--- config.mk ---
export PLATFORM = sky130hd
export DESIGN_NAME = sba_top
export DESIGN_NICKNAME = d
export VERILOG_FILES = /design/src/sba_pkg.sv /design/src/sba_top.sv
export SDC_FILE = /design/constraint.sdc
export NUM_CORES = 1
export LEC_CHECK = 0
export BUFFER_PORTS_ARGS = -buffer_cell sky130_fd_sc_hd__clkbuf_2
export CAP_MARGIN = 20
export CORE_MARGIN = 2
export CORE_UTILIZATION = 50
export DETAILED_ROUTE_END_ITERATION = 6
export PLACE_DENSITY = 0.79
export SYNTH_ARGS = -nofsm -noshare
export SYNTH_HDL_FRONTEND = slang
export SYNTH_SLANG_ARGS = --single-unit
--- constraint.sdc ---
create_clock -name clk_i -period 3.08 [get_ports clk_i]
set_input_delay 0.154 -clock clk_i [delete_from_list [all_inputs] [get_ports clk_i]]
set_output_delay 0.154 -clock clk_i [all_outputs]
set_load 0.02 [all_outputs]
--- src/sba_pkg.sv ---
// Purpose: shared constants and types for the serial baud and bus arbiter block
// Assumes: 32-bit APB, one word per register
// Notes:   offsets chosen locally, see hand-over
package sba_pkg;
    localparam logic [7:0] OFF_BAUD    = 8'h00;
    localparam logic [7:0] OFF_ACTL    = 8'h04;
    localparam logic [7:0] OFF_ADAT    = 8'h08;
    localparam logic [7:0] OFF_IRQ_ST  = 8'h0C;
    localparam logic [7:0] OFF_IRQ_MSK = 8'h10;
    localparam int         BASE_DIV    = 64;
    localparam int         FRAC_DIV    = 8;
    localparam int         FRAC_STEPS  = 32;
    localparam int         BUS_DIV4    = 4;
    localparam logic [8:0] ARB_SAMPLE0 = 9'h038;
    localparam logic [8:0] ARB_SAMPLE1 = 9'h008;
    localparam logic [1:0] AM_IDLE     = 2'b00;
    localparam logic [1:0] AM_ARB      = 2'b10;
    localparam int         IRQ_W       = 3;
    localparam int         IRQ_FIN     = 0;
    localparam int         IRQ_LOST    = 1;
    localparam int         IRQ_OVF     = 2;

    typedef struct packed {
        logic [2:0] fine_prescale_code;
        logic [4:0] prescale_fraction_field;
        logic [1:0] coarse_prescale_code;
        logic [2:0] rate_divider_code;
    } sba_baud_t;

    typedef struct packed {
        logic [1:0] arbiter_mode_field;
        logic       aclk_sel;
    } sba_actl_t;

    typedef enum logic [2:0] {
        ST_IDLE = 3'b001,
        ST_WAIT = 3'b010,
        ST_RUN  = 3'b100
    } sba_state_t;
endpackage

--- src/sba_top.sv ---
// Purpose: baud divider selection and arbiter / bit-time counter
// Assumes: one 100 MHz clock; receive pin asynchronous
// Notes:   rates are one-cycle enable pulses
`timescale 1ns/10ps
// Behaviour
// - all codes lowest gives bus clock divided by 64.
// - coarse prescale code selects divisor 1, 3, 4 or 13.
// - rate divider code divides further by 1 up to 128.
// - fine code 111 adds fraction/32 steps to a divide-by-eight.
// - overflow flag set on counter overflow, cleared by reset or control write.
// - nine-bit counter, msb in control, low eight in data register.
// - any control write or reset clears the counter.
// - mode field zero holds counter reset and idle.
// - clock select 0 counts at bus clock divided by four.
// - select 0 measurement runs between two receive falling edges.
// - running flag while counting, finished flag on second falling edge.
// - clock select 1 counts at half the prescaler output.
// - select 1 starts on low receive, immediately if already low.
// - select 1 stops on next receive rising edge.
// - mode 10 is arbitration, restart on each transmit rising edge.
// - arbitration samples receive at count 38h or 08h.
// - low sample sets arbitration lost flag.
// - while lost flag set, transmit pin forced to one.
module sba_top (
    input  wire logic clk_i,
    input  wire logic nrst_i,
    input  wire logic psel_i,
    input  wire logic penable_i,
    input  wire logic pwrite_i,
    input  wire logic [7:0] paddr_i,
    input  wire logic [31:0] pwdata_i,
    output logic [31:0] prdata_o,
    output logic pready_o,
    output logic pslverr_o,
    input  wire logic rxd_i,
    input  wire logic internal_transmit_out_i,
    output logic txd_o,
    output logic baud_tick_o,
    output logic irq_o
);
    import sba_pkg::*;

    // ------------------------------------------------------------
    // reset release
    // ------------------------------------------------------------
    logic [1:0] rst_sync_q;
    logic       rst_n;
    always_ff @(posedge clk_i or negedge nrst_i) begin
        if (!nrst_i) begin
            rst_sync_q <= 2'b00;
        end else begin
            rst_sync_q <= {rst_sync_q[0], 1'b1};
        end
    end
    assign rst_n = rst_sync_q[1];

    // ------------------------------------------------------------
    // receive pin synchroniser
    // ------------------------------------------------------------
    logic [2:0] rx_sync_q;
    logic       rx_q, rx_d;
    always_ff @(posedge clk_i or negedge rst_n) begin
        if (!rst_n) begin
            rx_sync_q <= 3'b111;
            rx_q      <= 1'b1;
        end else begin
            rx_sync_q <= {rx_sync_q[1:0], rxd_i};
            rx_q      <= rx_d;
        end
    end
    always_comb begin
        rx_d = (rx_sync_q[1] == rx_sync_q[2]) ? rx_sync_q[2] : rx_q;
    end
    logic rx_fall, rx_rise;
    assign rx_fall = rx_q && !rx_d;
    assign rx_rise = !rx_q && rx_d;

    logic tx_prev_q;
    logic tx_rise;
    always_ff @(posedge clk_i or negedge rst_n) begin
        if (!rst_n) begin
            tx_prev_q <= 1'b1;
        end else begin
            tx_prev_q <= internal_transmit_out_i;
        end
    end
    assign tx_rise = internal_transmit_out_i && !tx_prev_q;

    // ------------------------------------------------------------
    // registers and apb
    // ------------------------------------------------------------
    sba_baud_t          baud_q, baud_d;
    sba_actl_t          actl_q, actl_d;
    logic [IRQ_W-1:0]   ist_q, ist_d, imsk_q, imsk_d;
    logic [31:0]        rdata_d;
    logic               wr_acc, rd_acc, actl_wr, ist_rd, unmapped;
    logic [8:0]         cnt_q;
    logic               ovf_q, lost_q, fin_q;
    sba_state_t         st_q;
    logic               ev_fin, ev_lost, ev_ovf;

    assign wr_acc  = psel_i && penable_i && pwrite_i;
    assign rd_acc  = psel_i && penable_i && !pwrite_i;
    assign actl_wr = wr_acc && (paddr_i == OFF_ACTL);
    assign ist_rd  = rd_acc && (paddr_i == OFF_IRQ_ST);
    assign unmapped = !(paddr_i == OFF_BAUD || paddr_i == OFF_ACTL || paddr_i == OFF_ADAT
                        || paddr_i == OFF_IRQ_ST || paddr_i == OFF_IRQ_MSK);
    assign pready_o  = 1'b1;
    assign pslverr_o = psel_i && penable_i && unmapped;

    always_comb begin
        baud_d  = baud_q;
        actl_d  = actl_q;
        imsk_d  = imsk_q;
        rdata_d = 32'h0000_0000;
        if (wr_acc) begin
            case (paddr_i)
                OFF_BAUD:    baud_d = sba_baud_t'(pwdata_i[12:0]);
                OFF_ACTL:    actl_d = sba_actl_t'(pwdata_i[2:0]);
                OFF_IRQ_MSK: imsk_d = pwdata_i[IRQ_W-1:0];
                default:     ;
            endcase
        end
        case (paddr_i)
            OFF_BAUD:    rdata_d = {19'h0, baud_q};
            OFF_ACTL:    rdata_d = {24'h0, lost_q, fin_q, st_q == ST_RUN,
                                    cnt_q[8], ovf_q, actl_q};
            OFF_ADAT:    rdata_d = {24'h0, cnt_q[7:0]};
            OFF_IRQ_ST:  rdata_d = {29'h0, ist_q};
            OFF_IRQ_MSK: rdata_d = {29'h0, imsk_q};
            default:     rdata_d = 32'h0000_0000;
        endcase
        // hardware set wins over read clear
        ist_d = (ist_rd ? '0 : ist_q) | {ev_ovf, ev_lost, ev_fin};
    end

    always_ff @(posedge clk_i or negedge rst_n) begin
        if (!rst_n) begin
            baud_q   <= '0;
            actl_q   <= '0;
            imsk_q   <= '0;
            ist_q    <= '0;
            prdata_o <= 32'h0000_0000;
        end else begin
            baud_q <= baud_d;
            actl_q <= actl_d;
            imsk_q <= imsk_d;
            ist_q  <= ist_d;
            if (psel_i && !penable_i && !pwrite_i) begin
                prdata_o <= rdata_d;
            end
        end
    end
    assign irq_o = |(ist_q & imsk_q);

    // ------------------------------------------------------------
    // baud generator
    // ------------------------------------------------------------
    // base /64 in 1/32 steps: fraction adds f/32 to a /8 stage
    // 18 bits: coarse 13 with the fine fraction overflows 17
    logic [17:0] pre_div, pre_div_q;
    logic [17:0] pre_cnt_q, pre_cnt_d;
    logic        pre_tick;
    logic [6:0]  rate_cnt_q, rate_cnt_d;
    logic [7:0]  rate_div;
    always_comb begin
        pre_div = 18'(BASE_DIV * FRAC_STEPS);
        case (baud_q.coarse_prescale_code)
            2'b01:   pre_div = 18'(BASE_DIV * FRAC_STEPS * 3);
            2'b10:   pre_div = 18'(BASE_DIV * FRAC_STEPS * 4);
            2'b11:   pre_div = 18'(BASE_DIV * FRAC_STEPS * 13);
            default: pre_div = 18'(BASE_DIV * FRAC_STEPS);
        endcase
        if (baud_q.fine_prescale_code == 3'b111) begin
            pre_div = 18'(32'(pre_div) * (FRAC_DIV * FRAC_STEPS
                      + 32'(baud_q.prescale_fraction_field)) / FRAC_STEPS);
        end
        rate_div  = 8'(1 << baud_q.rate_divider_code);
        pre_cnt_d = pre_cnt_q + 18'(FRAC_STEPS);
        pre_tick  = 1'b0;
        if (pre_cnt_q + 18'(FRAC_STEPS) >= pre_div_q) begin
            pre_cnt_d = pre_cnt_q + 18'(FRAC_STEPS) - pre_div_q;
            pre_tick  = 1'b1;
        end
        rate_cnt_d = rate_cnt_q;
        if (pre_tick) begin
            rate_cnt_d = (8'(rate_cnt_q) + 8'h01 >= rate_div) ? 7'h00 : rate_cnt_q + 7'h01;
        end
    end
    always_ff @(posedge clk_i or negedge rst_n) begin
        if (!rst_n) begin
            pre_cnt_q   <= '0;
            pre_div_q   <= 18'(BASE_DIV * FRAC_STEPS);
            rate_cnt_q  <= '0;
            baud_tick_o <= 1'b0;
        end else begin
            pre_cnt_q   <= pre_cnt_d;
            pre_div_q   <= pre_div;
            rate_cnt_q  <= rate_cnt_d;
            baud_tick_o <= pre_tick && (8'(rate_cnt_q) + 8'h01 >= rate_div);
        end
    end

    // ------------------------------------------------------------
    // counter clock enables
    // ------------------------------------------------------------
    logic [1:0] div4_q;
    logic       half_q;
    logic       cnt_en;
    always_ff @(posedge clk_i or negedge rst_n) begin
        if (!rst_n) begin
            div4_q <= '0;
            half_q <= 1'b0;
        end else begin
            div4_q <= div4_q + 2'h1;
            if (pre_tick) begin
                half_q <= !half_q;
            end
        end
    end
    assign cnt_en = actl_q.aclk_sel ? (pre_tick && half_q)
                                    : (div4_q == 2'(BUS_DIV4 - 1));

    // ------------------------------------------------------------
    // arbiter counter and measurement
    // ------------------------------------------------------------
    sba_state_t st_d;
    logic [8:0] cnt_d;
    logic       ovf_d, lost_d, fin_d, arb_mode, smp_pt;
    assign arb_mode = (actl_q.arbiter_mode_field == AM_ARB);
    assign smp_pt   = actl_q.aclk_sel ? (cnt_q == ARB_SAMPLE1) : (cnt_q == ARB_SAMPLE0);
    always_comb begin
        st_d   = st_q;
        cnt_d  = cnt_q;
        ovf_d  = ovf_q;
        lost_d = lost_q;
        fin_d  = fin_q;
        ev_fin = 1'b0;
        ev_lost = 1'b0;
        ev_ovf = 1'b0;
        case (st_q)
            ST_IDLE: begin
                if (actl_q.arbiter_mode_field != AM_IDLE) begin
                    st_d = ST_WAIT;
                end
            end
            ST_WAIT: begin
                if (arb_mode) begin
                    if (tx_rise) begin
                        st_d  = ST_RUN;
                        cnt_d = '0;
                    end
                end else if (actl_q.aclk_sel ? !rx_q : rx_fall) begin
                    st_d  = ST_RUN;
                    cnt_d = '0;
                end
            end
            ST_RUN: begin
                if (arb_mode && tx_rise) begin
                    cnt_d = '0;
                end else if (!arb_mode && (actl_q.aclk_sel ? rx_rise : rx_fall)) begin
                    st_d   = ST_IDLE;
                    fin_d  = 1'b1;
                    ev_fin = 1'b1;
                end else if (cnt_en) begin
                    cnt_d = cnt_q + 9'h001;
                    if (cnt_q == '1) begin
                        ovf_d  = 1'b1;
                        ev_ovf = 1'b1;
                    end
                    if (arb_mode && smp_pt && !rx_q) begin
                        lost_d  = 1'b1;
                        ev_lost = 1'b1;
                    end
                end
            end
            default: st_d = ST_IDLE;
        endcase
        if (st_q == ST_IDLE && !fin_q && st_d != ST_IDLE) begin
            cnt_d = cnt_q;
        end
        if (actl_q.arbiter_mode_field == AM_IDLE) begin
            st_d  = ST_IDLE;
            cnt_d = '0;
        end
        if (actl_wr) begin
            st_d   = ST_IDLE;
            cnt_d  = '0;
            ovf_d  = 1'b0;
            fin_d  = 1'b0;
            lost_d = 1'b0;
        end
    end
    always_ff @(posedge clk_i or negedge rst_n) begin
        if (!rst_n) begin
            st_q   <= ST_IDLE;
            cnt_q  <= '0;
            ovf_q  <= 1'b0;
            lost_q <= 1'b0;
            fin_q  <= 1'b0;
        end else begin
            st_q   <= st_d;
            cnt_q  <= cnt_d;
            ovf_q  <= ovf_d;
            lost_q <= lost_d;
            fin_q  <= fin_d;
        end
    end
    // a finished measurement passes through idle back to wait; the count holds until the next start
    assign txd_o = lost_q ? 1'b1 : internal_transmit_out_i;

    // ------------------------------------------------------------
    // assertions
    // ------------------------------------------------------------
    a_tx_forced: assert property (@(posedge clk_i) disable iff (!rst_n)
        lost_q |-> txd_o) else $error("transmit not forced while lost");
    a_wr_clears: assert property (@(posedge clk_i) disable iff (!rst_n)
        actl_wr |=> (cnt_q == 9'h000 && !ovf_q)) else $error("control write no clear");
    a_idle_hold: assert property (@(posedge clk_i) disable iff (!rst_n)
        (actl_q.arbiter_mode_field == AM_IDLE) |=> cnt_q == 9'h000)
        else $error("idle counter not zero");
    a_ovf_set: assert property (@(posedge clk_i) disable iff (!rst_n)
        (st_q == ST_RUN && cnt_en && cnt_q == 9'h1FF && !actl_wr && !tx_rise
         && !rx_fall && !rx_rise && actl_q.arbiter_mode_field != AM_IDLE) |=> ovf_q)
        else $error("overflow flag missed");
    a_div4_rate: assert property (@(posedge clk_i) disable iff (!rst_n)
        (!actl_q.aclk_sel && cnt_en) |=> !cnt_en [*3]) else $error("div4 rate wrong");
    a_lost_set: assert property (@(posedge clk_i) disable iff (!rst_n)
        (st_q == ST_RUN && arb_mode && cnt_en && smp_pt && !rx_q && !tx_rise && !actl_wr)
        |=> lost_q) else $error("lost flag missed");
    a_fin_set: assert property (@(posedge clk_i) disable iff (!rst_n)
        (st_q == ST_RUN && !arb_mode && !actl_q.aclk_sel && rx_fall && !actl_wr
         && actl_q.arbiter_mode_field != AM_IDLE) |=> (fin_q && st_q == ST_IDLE))
        else $error("finish not flagged");
    a_irq_level: assert property (@(posedge clk_i) disable iff (!rst_n)
        irq_o == |(ist_q & imsk_q)) else $error("irq level wrong");
endmodule

After elaboration in Yosys (flattened, before gate mapping)
Cells that the tools add are included.
{"block": "totals", "reg_bits": 123, "word_cells": 172, "inputBits": 47}
{"block": "classes", "mul": 1, "bitwise": 2, "n_lt_le_gt_ge": 2, "add_sub_neg": 7, "eq_ne": 25, "muxes": 61, "n_reduce_logical": 49, "n_shift": 1}
{"op": "$mux 9", "n": 9}
{"op": "$pmux 13 s5", "n": 1}
{"op": "$pmux 15 s3", "n": 1}
{"op": "$mux 1", "n": 36}
{"op": "$mux 18", "n": 2}
{"op": "$mux 3", "n": 9}
{"op": "$mul 15x10->23", "n": 1}
{"op": "$logic_and 1x1->1", "n": 19}
{"op": "$add 18x6->18 const B", "n": 1}
{"op": "$ge 18x18->1", "n": 1}
{"op": "$pmux 9 s2", "n": 1}
{"op": "$sub 18x18->18", "n": 1}
{"op": "$eq 8x4->1 const B", "n": 2}
{"op": "$reduce_bool 2->1", "n": 6}
{"op": "$add 9x5->10 const A", "n": 1}
{"op": "$ne 5x5->1 const B", "n": 2}
{"op": "$reduce_and 5->1", "n": 2}
{"op": "$add 9x1->9 const B", "n": 1}
{"op": "$eq 9x4->1 const B", "n": 1}
{"op": "$eq 9x6->1 const B", "n": 1}
{"op": "$eq 9x9->1 const B", "n": 1}
{"op": "$logic_not 1->1", "n": 9}
{"op": "$pmux 3 s3", "n": 1}
{"op": "$add 7x1->8 const B", "n": 1}
{"op": "other kinds (28)", "n": 38}

Depth between registers and ports, before layout
Gate-level depths: netlist of the first run.
{"block": "logic_depth", "depth_word": 14, "depth_mapped": 18, "ltp_nobuf": 17}

Least setup slack after synthesis of the first run
No wires, ideal clock.
{"block": "synth_timing", "path_type": "reg-to-reg", "start": "reg baud_q[4] in the netlist's numbering", "end": "reg pre_div_q[16]", "path_stages_with_launch": 18, "setup_ps": 87, "slack_ps": -817, "t_arrival_ps": 3810, "required_ps": 2993, "n_path_buf": 1, "period_less_slack_ps": 3897, "cell_sequence": "dfrtp_1 > clkbuf_1 > nor2b_1 > and2_1 > fa_1 > ha_1 > ha_1 > inv_1 > fa_1 > inv_1 > ha_1 > ha_1 > o211a_1 > o21a_1 > o21ai_0 > a21boi_0 > o21a_1 > nor3_1"}
{"block": "synth_between", "elab_chain_len": 4, "word_cells_on_any_way": 6, "classes_between": "mul (1); eq/ne (3); mux (2)"}
{"item": "start, declared", "line_no": "sba_top.sv:92", "source": "sba_baud_t baud_q, baud_d;"}
{"item": "start signal, assigned", "line_no": "sba_top.sv:145", "source": "baud_q <= baud_d;"}
{"item": "$eq 2x2->1 / $eq 2x1->1 (equally long branches)", "line_no": "sba_top.sv:168", "source": "case (baud_q.coarse_prescale_code)"}
{"item": "$pmux 15 s3 *", "line_no": "sba_top.sv:168"}
{"item": "$mul 15x10->23 *", "line_no": "sba_top.sv:175", "source": "pre_div = 18'(32'(pre_div) * (FRAC_DIV * FRAC_STEPS"}
{"item": "$mux 18 *", "line_no": "sba_top.sv:174", "source": "if (baud_q.fine_prescale_code == 3'b111) begin"}
{"item": "net pre_div[16]", "line_no": "sba_top.sv:161", "source": "logic [17:0] pre_div, pre_div_q;"}
{"item": "end signal, assigned", "line_no": "sba_top.sv:193", "source": "pre_div_q <= 18'(BASE_DIV * FRAC_STEPS);"}
{"item": "end signal, assigned", "line_no": "sba_top.sv:198", "source": "pre_div_q <= pre_div;"}
{"item": "end, declared", "line_no": "sba_top.sv:161"}
The timed path passes the listed nets; every way through them passes the cells marked *.
A chain may end at the register's enable or synchronous reset.

Final worst setup path of the first run
{"block": "layout_timing", "start": "reg baud_q[3] in the netlist's numbering", "end": "reg pre_div_q[16]"}
Same word-level chain as after synthesis.

==> results of run 1 <==
[sequential cells by signal, summed over array words and instances (netlist names), 3 cells and up]
signal / cells
ist_q: 3
imsk_q: 3
cnt_q: 9
rate_cnt_q: 7
st_q: 3
baud_q: 13
actl_q: 3
pre_div_q: 12
pre_cnt_q: 13
prdata_o: 13
rx_sync_q: 3
[placed cells by master (no fill, tap or decap), types with 6 or more instances in the layout]
cell / synthesis / routed
a211oi_1: 6 / 6
a21o_1: 10 / 10
a21oi_1: 27 / 20
a21oi_2: 1 / 7
a22o_1: 10 / 10
and2_1: 16 / 15
and3_1: 16 / 15
buf_4: 21 / 37
clkbuf_16: 0 / 9
clkbuf_2: 0 / 44
conb_1: 2 / 21
dfrtp_1: 86 / 84
dfstp_2: 7 / 7
ha_1: 51 / 33
ha_4: 0 / 14
inv_1: 37 / 33
mux2_2: 7 / 7
mux2_4: 10 / 10
mux2i_1: 23 / 23
nand2_1: 62 / 62
nand2b_1: 14 / 13
nand3_1: 15 / 14
nand3b_1: 7 / 7
nand4_1: 6 / 6
nor2_1: 39 / 38
nor2b_1: 9 / 7
nor3_1: 16 / 13
o21a_1: 8 / 8
o21ai_0: 27 / 23
o31ai_1: 7 / 7
xnor2_1: 16 / 9
xnor2_2: 0 / 7
xor2_1: 11 / 11
[area by class of cell]
class	instances	share of cell area
Inverter	37	0.01859
Tap cell	168	0.02814
Clock inverter	7	0.007871
Timing Repair Buffer	89	0.08039
Sequential cell	93	0.3133
Multi-Input combinational cell	488	0.5215
Clock buffer	9	0.03015
[where the power goes]
group,switching [mW],internal [mW]
Clock,0.510,0.557
Sequential,0.113,1.34
Combinational,0.893,0.753
[worst max path at each step]
| stage | from | end | slack (ns) |
|---|---|---|---|
| floorplan | baud_q[4] | pre_div_q[16] | -0.37 |
| global placement | baud_q[4] | pre_div_q[16] | -0.44 |
| detailed placement | baud_q[4] | pre_div_q[16] | -0.56 |
| CTS | baud_q[3] | pre_div_q[16] | -0.42 |
| global route | baud_q[3] | pre_div_q[16] | -0.65 |
| finish | baud_q[3] | pre_div_q[16] | -0.50 |
[metal layers]
layer,up-vias,routed length [um],part of all wire,global-route usage
li1,2367,-,-,-
met1,2427,6361,0.44,0.2875
met2,162,7075,0.49,0.3559
met3,38,716,0.049,0.03609
met4,0,338,0.023,0.08273
met5,-,0,0,0
[critical path, cell delays in order, from the launching register on]
cell	delay (ns)
dfrtp_1	0.38
nor2b_4	0.13
and2_4	0.16
fa_2	0.41
ha_4	0.26
ha_4	0.26
inv_2	0.04
fa_1	0.54
inv_1	0.05
ha_2	0.18
ha_4	0.23
o211a_1	0.11
o21a_1	0.20
o21ai_2	0.17
a21boi_2	0.08
nor3_1	0.18
nor3_1	0.08
[timing repair]
item,CTS,global route
pin swaps,7,8
hold buffers,3,0
endpoints found under the setup margin,16,36
buffers inserted,4,8
gates resized for setup,23,42
endpoints found under the hold margin,4,0
[logic make-up (layout without fill, tap and decap cells)]
family                     Yosys count  count (layout)  share of synthesized area
xor gates and xnor gates            27              27                    0.03807
adders and majority gates           58              58                     0.1237
and+or+nand+nor                    221             221                     0.1845
DFF                                 93              93                     0.3761
buffers and inverters               80             142                    0.07030
AOI/OAI and AO/OA                  121             121                     0.1322
muxes                               40              40                    0.07393
other                                2              21                   0.001209
==> key figures, run 1 <==
Logic synthesis
  – Post-synth EDFFs: 0
  – Async SR Flop Fraction: 1.000
  – Commonest cells in the netlist: 86 x dfrtp_1, 62 x nand2_1, 51 x ha_1
  – Mapped Area: 0.006211 sq mm
  – Post-Syn Area per Cell: 9.674 sq um
  – Synth Instances: 642
  – Primary FF master, synth: dfrtp_1
  – Synth unique cells: 66
  – Most area-consuming cells after synthesis: dfrtp_1 35%, ha_1 10%, nand2_1 3.7%
  – Share of Yosys cell area claimed by the top area cell type: 0.3465
  – Flops & latches, synth: 93
  – Cell taking the most area after synthesis: dfrtp_1
  – Synth warn: 0
  – Most common cell in the synthesized netlist: dfrtp_1
  – Sequential area share after synthesis: 0.3761

Timing
  – Slew Limit Headroom: 0.5330
  – Final Slew Violations: 0
  – Fin crit period: 3.584 ns
  – RSZ-0062 raised after global routing: true
  – Period utilisation layout: 1.164
  – Final hold violation count: 0
  – Post-route setup slack: -0.5040 ns
  – Maximum clock rate: 0.2790 GHz
  – Final setup TNS: -2.127 ns
  – Clk_skew: 0.008420 ns
  – Final setup vio count: 6
  – Worst hold slack: 0.03280 ns
  – Worst Tran Pin Value: 0.6989 ns

Place
  – RePlAce Congestion: 0.9035
  – Dpl cells: 859
  – Hpwl dp: 9776 um
  – DP Worst Slack: -0.5568 ns
  – Count of input and output buffers: 44
  – Cell Area, Placed: 0.006693 sq mm

Worst hold path
  – Worst Hold End: baud_q[12]
  – Hold Crit Class: input pin to flop
  – Hold path cells: 2
  – HP Start: pwdata_i[12]

Die
  – Die area: 0.01333 sq mm
  – Starting Density: 0.5149
  – Rows: 40
  – Die width: 115.5 um
  – Core area: 0.01206 sq mm
  – Die Ht: 115.5 um
  – IO Pins: 84

Job
  – Max Cap Viol: 0

Finish
  – Reg area: 0.002341 sq mm
  – Finished layout cell area: 0.007471 sq mm
  – Ant. Diodes: 0
  – Nets@finish: 822
  – Multi-input logic area: 0.003896 sq mm
  – Layout area overhead: 20.29%
  – Final core occ: 0.6194
  – Ratio of cells with drive above 1 in the final layout: 0.2752
  – Non-filler cells, final: 891
  – Fill count: 891

Critical path
  – Worst Path Arrival: 3.80 ns
  – Worst-path fanout max: 3
  – CP startpoint kind: flop
  – R2R Path End: pre_div_q[16]
  – Setup crit end kind: flop
  – CP Data Required Time: 3.29 ns
  – Worst reg-to-reg path cell count: 16
  – Setup CP Type: flop to flop
  – R2R Setup Slk: -0.50 ns
  – Worst r2r src: baud_q[3]

Routing
  – DRT Wirelength: 14,490 um
  – DR iter-0 viols: 446
  – Vias/cell: 5.605
  – DR vias: 4,994
  – Post-DRT Antenna Nets: 0
  – Drt drc: 0
  – WL/cell: 16.26 um
  – Drt first pass iters: 5

Global route
  – Pin count of the biggest net entering global routing: 90
  – Number of global-route vias before repair: 4,909
  – Grt ovf: 0
  – All-Layer GR Usage: 0.2162
  – Initial antenna violation count: 0
  – First-pass GRT wire length: 23,120 um

Power
  – Pwr/cell area: 558.0 mW/mm^2
  – Pwr Total: 4.169 mW
  – Leakage power: 3.555 nW
  – VDD IR max: 0.3815 mV

Clock network
  – Root Driver: clkbuf_16
  – Max Buffers Root-to-Sink: 2
  – Htree depth: 3
  – Clk slew on worst S/H paths: 0.07 ns
  – Clk sinks: 93
  – Skew-Pair Late Insertion Delay: 0.35 ns
  – CTS buffer count: 9
  – CTS tree: done

Outcome
  – Failing checks: setup timing
  – Status: finished, violations left
No activity file was read; power rests on OpenSTA's default activity.
==> run 2, diff against run 1 <==
Settings changed: ABC_AREA set to 1.
==> key figures, run 2 <==
Logic synthesis
  – Mapped Area: 0.006405 sq mm (+3.1%)
  – Commonest cells in the netlist: 179 x nand2_1, 137 x inv_1, 86 x dfrtp_1
  – Synth Area in Simple Gates: 0.2524 (+0.06786)
  – Post-Syn Area per Cell: 7.671 sq um (-21%)
  – Synth Area in XOR/XNOR: 0.03692 (-0.001153)
  – Share of Yosys cell area claimed by the top area cell type: 0.3360 (-0.01049)
  – Synth Instances: 835 (+30%)
  – Fraction of synthesized area in multiplexers: 0 (-0.07393)
  – Synth Area in Compound Gates: 0.1084 (-0.02373)
  – Synthesized-area fraction occupied by adder cells: 0.1184 (-0.005308)
  – Sequential area share after synthesis: 0.3647 (-0.01139)
  – Primary FF master, synth: dfrtp_1
  – Post-synth EDFFs: 0 (unchanged)
  – Most area-consuming cells after synthesis: dfrtp_1 34%, nand2_1 10%, ha_1 10%
  – Most common cell in the synthesized netlist: nand2_1
  – Flops & latches, synth: 93 (unchanged)
  – Async SR Flop Fraction: 1.000 (unchanged)
  – Largest family of logic cells by synthesized area: simple AND/OR/NAND/NOR gates
  – Synth unique cells: 48 (-27%)
  – Synth warn: 0 (unchanged)
  – Cell taking the most area after synthesis: dfrtp_1

Power
  – Internal: 2.318 mW (-13%)
  – NetSw: 1.144 mW (-25%)
  – Switching Share: 0.3304 (-0.03336)
  – Pwr/cell area: 439.1 mW/mm^2 (-21%)
  – VDD IR max: 0.3264 mV (-14%)
  – Flop pwr share: 0.386 (+0.037)
  – Clock power share: 0.307 (+0.051)
  – Gate power share: 0.307 (-0.088)
  – Leakage power: 4.093 nW (+15%)

Critical path
  – Worst-path fanout max: 7 (+4)
  – Setup crit end kind: flop
  – Worst-path cell chain: nor2_4 -> inv_2 -> nor2_4 -> fa_2 -> ha_4 -> ha_4 -> inv_2 -> fa_1 -> inv_2 -> ha_4 -> ha_4 -> nand2_2 -> nor3_2 -> nand2_1 -> o311ai_4 -> a21oi_1 -> o21a_1
  – Buf+Inv Stages, Crit Path: 3 (+1)
  – CP startpoint kind: flop
  – Crit-path slowest cell: fa_1
  – Worst path max stage delay: 0.49 ns (-0.05 ns)
  – Most used cell, CP: ha_4
  – Setup CP Type: flop to flop
  – Cell family with most CP delay: adder cells
  – CP Data Required Time: 3.33 ns (+0.04 ns)
  – Worst Path Arrival: 3.57 ns (-0.23 ns)

Global route
  – Pin count of the biggest net entering global routing: 54 (-40%)
  – All-Layer GR Usage: 0.2232 (+0.006987)
  – First-pass GRT wire length: 24,040 um (+4.0%)
  – Initial antenna violation count: 0 (unchanged)
  – Grt ovf: 0 (unchanged)
  – Number of global-route vias before repair: 5,187 (+5.7%)

Die
  – Rows: 41 (+2.5%)
  – Die area: 0.01373 sq mm (+3.0%)
  – Die width: 117.2 um (+1.5%)
  – Die Ht: 117.2 um (+1.5%)
  – Core area: 0.01257 sq mm (+4.2%)
  – Starting Density: 0.5096 (-0.005331)
  – IO Pins: 84 (unchanged)

Timing
  – Final Slew Violations: 0 (unchanged)
  – Period utilisation layout: 1.078 (-0.08524)
  – Worst Tran Pin Value: 0.9196 ns (+0.2207 ns)
  – Final setup vio count: 6 (unchanged)
  – Clk_skew: 0.007606 ns (-0.0008142 ns)
  – RSZ-0062 raised after global routing: true
  – Slew Limit Headroom: 0.3852 (-0.1477)
  – Final hold violation count: 0 (unchanged)
  – Post-route setup slack: -0.2415 ns (+0.2625 ns)
  – Maximum clock rate: 0.3011 GHz (+7.9%)
  – Fin crit period: 3.321 ns (-0.2625 ns)

Clock network
  – CTS buffer count: 9 (unchanged)
  – Root Driver: clkbuf_16
  – Skew-Pair Late Insertion Delay: 0.36 ns (about the same)
  – Clk slew on worst S/H paths: 0.07 ns (about the same)
  – Htree depth: 3 (unchanged)
  – Max Buffers Root-to-Sink: 2 (unchanged)
  – Clk sinks: 93 (unchanged)
  – CTS tree: done

Finish
  – Ratio of cells with drive above 1 in the final layout: 0.2155 (-0.05974)
  – Ant. Diodes: 0 (unchanged)
  – Nets@finish: 1,041 (+27%)
  – Finished layout cell area: 0.007884 sq mm (+5.5%)
  – Most common cell after layout, fill and taps aside: nand2_1
  – Most frequent cells in the layout: 170 x nand2_1, 130 x inv_1, 84 x dfrtp_1
  – Top Registers: baud_q: 13 flops, prdata_o: 13 flops, pre_cnt_q: 13 flops
  – Layout area overhead: 23.09%

Routing
  – Post-DRT Antenna Nets: 0 (unchanged)
  – DR vias: 5,648 (+13%)
  – DRT Wirelength: 14,870 um (+2.6%)
  – DR iter-0 viols: 334 (-25%)
  – Drt drc: 10 (+10)
  – WL/cell: 13.35 um (-18%)
  – Drt first pass iters: 7 (+2)
  – Vias/cell: 5.070 (-9.5%)

Worst hold path
  – Hold Crit Class: input pin to flop

Place
  – Count of input and output buffers: 44 (unchanged)
  – Cell Area, Placed: 0.007133 sq mm (+6.6%)
  – RePlAce Congestion: 0.9404 (+4.1%)
  – Hpwl dp: 10,800 um (+10%)
  – DP Worst Slack: -0.3322 ns (+0.2246 ns)

Job
  – Max Cap Viol: 0 (unchanged)

Outcome
  – Failing checks: DRC, setup timing
  – Status: finished, violations left
## run 2: path summary, 6_finish.rpt
check	start	end	slack, ns	cells past startpoint
min reg2reg	rx_sync_q[0]	rx_sync_q[1]	0.36	0
max reg2reg	baud_q[4]	pre_div_q[16]	-0.24	17
min	pwdata_i[9]	baud_q[9]	0.05	3
min in group asynchronous	nrst_i	rst_sync_q[1]	0.10	2
max	baud_q[4]	pre_div_q[16]	-0.24	17
max in group asynchronous	rst_sync_q[1]	pre_div_q[11]	1.99	1
## run 2: power by group through the flow
stage	combinational [mW]	clock (mW)	sequential [mW]
after floorplan	0.654	0	1.37
after global placement	0.855	0	1.36
after detailed placement	0.873	0	1.36
after CTS	0.960	1.08	1.34
after global routing	1.18	1.13	1.35
final	1.06	1.06	1.34
## run 2: cell families (layout without fill, tap and decap cells)
| kind of cell | count (synthesis) | in the layout |
|---|---|---|
| AO/OA/AOI/OAI | 123 | 123 |
| XOR/XNOR | 27 | 27 |
| adder cells (fa/ha/maj) | 57 | 57 |
| other | 2 | 21 |
| AND/OR/NAND/NOR | 361 | 361 |
| flip-flops | 93 | 93 |
| buffers and inverters | 172 | 260 |
## run 2: cell type report
| class | count | area, sq um |
|---|---|---|
| inverter | 142 | 539.3 |
| sequential | 93 | 2341 |
| fill | 1054 | 4684 |
| clock inverter | 6 | 46.29 |
| clock buffer | 10 | 229.0 |
| tap | 172 | 215.2 |
| multi-input combinational | 589 | 3826 |
| timing repair buffer | 102 | 686.9 |
## run 2: worst register-to-register path, delay by kind of cell, from the launching register on
family,cells,cell delay (ns)
buffers and inverters,3,0.14
AOI/OAI and AO/OA,3,0.30
and+or+nand+nor,5,0.52
adders and majority gates,6,1.78
DFF,1,0.48
## run 2: timing repair
item	CTS	global route
hold buffers	3	0
setup endpoints to repair	7	41
endpoints found under the hold margin	4	0
pin swaps	18	19
buffers inserted	3	9
gates resized for setup	21	34
## run 2: routing by layer
metal / part of all wire / global-route usage / vias up
li1: - / - / 2853
met1: 0.44 / 0.3057 / 2621
met2: 0.49 / 0.3559 / 150
met3: 0.053 / 0.04943 / 24
met4: 0.016 / 0.06824 / 0
met5: 0 / 0 / -
## run 2: per-stage QoR
stage / utilization / setup TNS, ns / power [mW] / hold slack, ns / instances
3_5_place_dp: 0.5675 / -1.664 / 2.233 / -0.05849 / 1083
6_report: 0.6273 / -1.049 / 3.461 / 0.05002 / 1114
5_1_grt: 0.6273 / -1.990 / 3.655 / 0.06564 / 1114
4_1_cts: 0.6052 / -1.001 / 3.373 / 0.04920 / 1105
2_1_floorplan: - / -0.8991 / 2.021 / -0.1416 / 854
3_3_place_gp: 0.5675 / -1.252 / 2.213 / -0.05842 / 1083
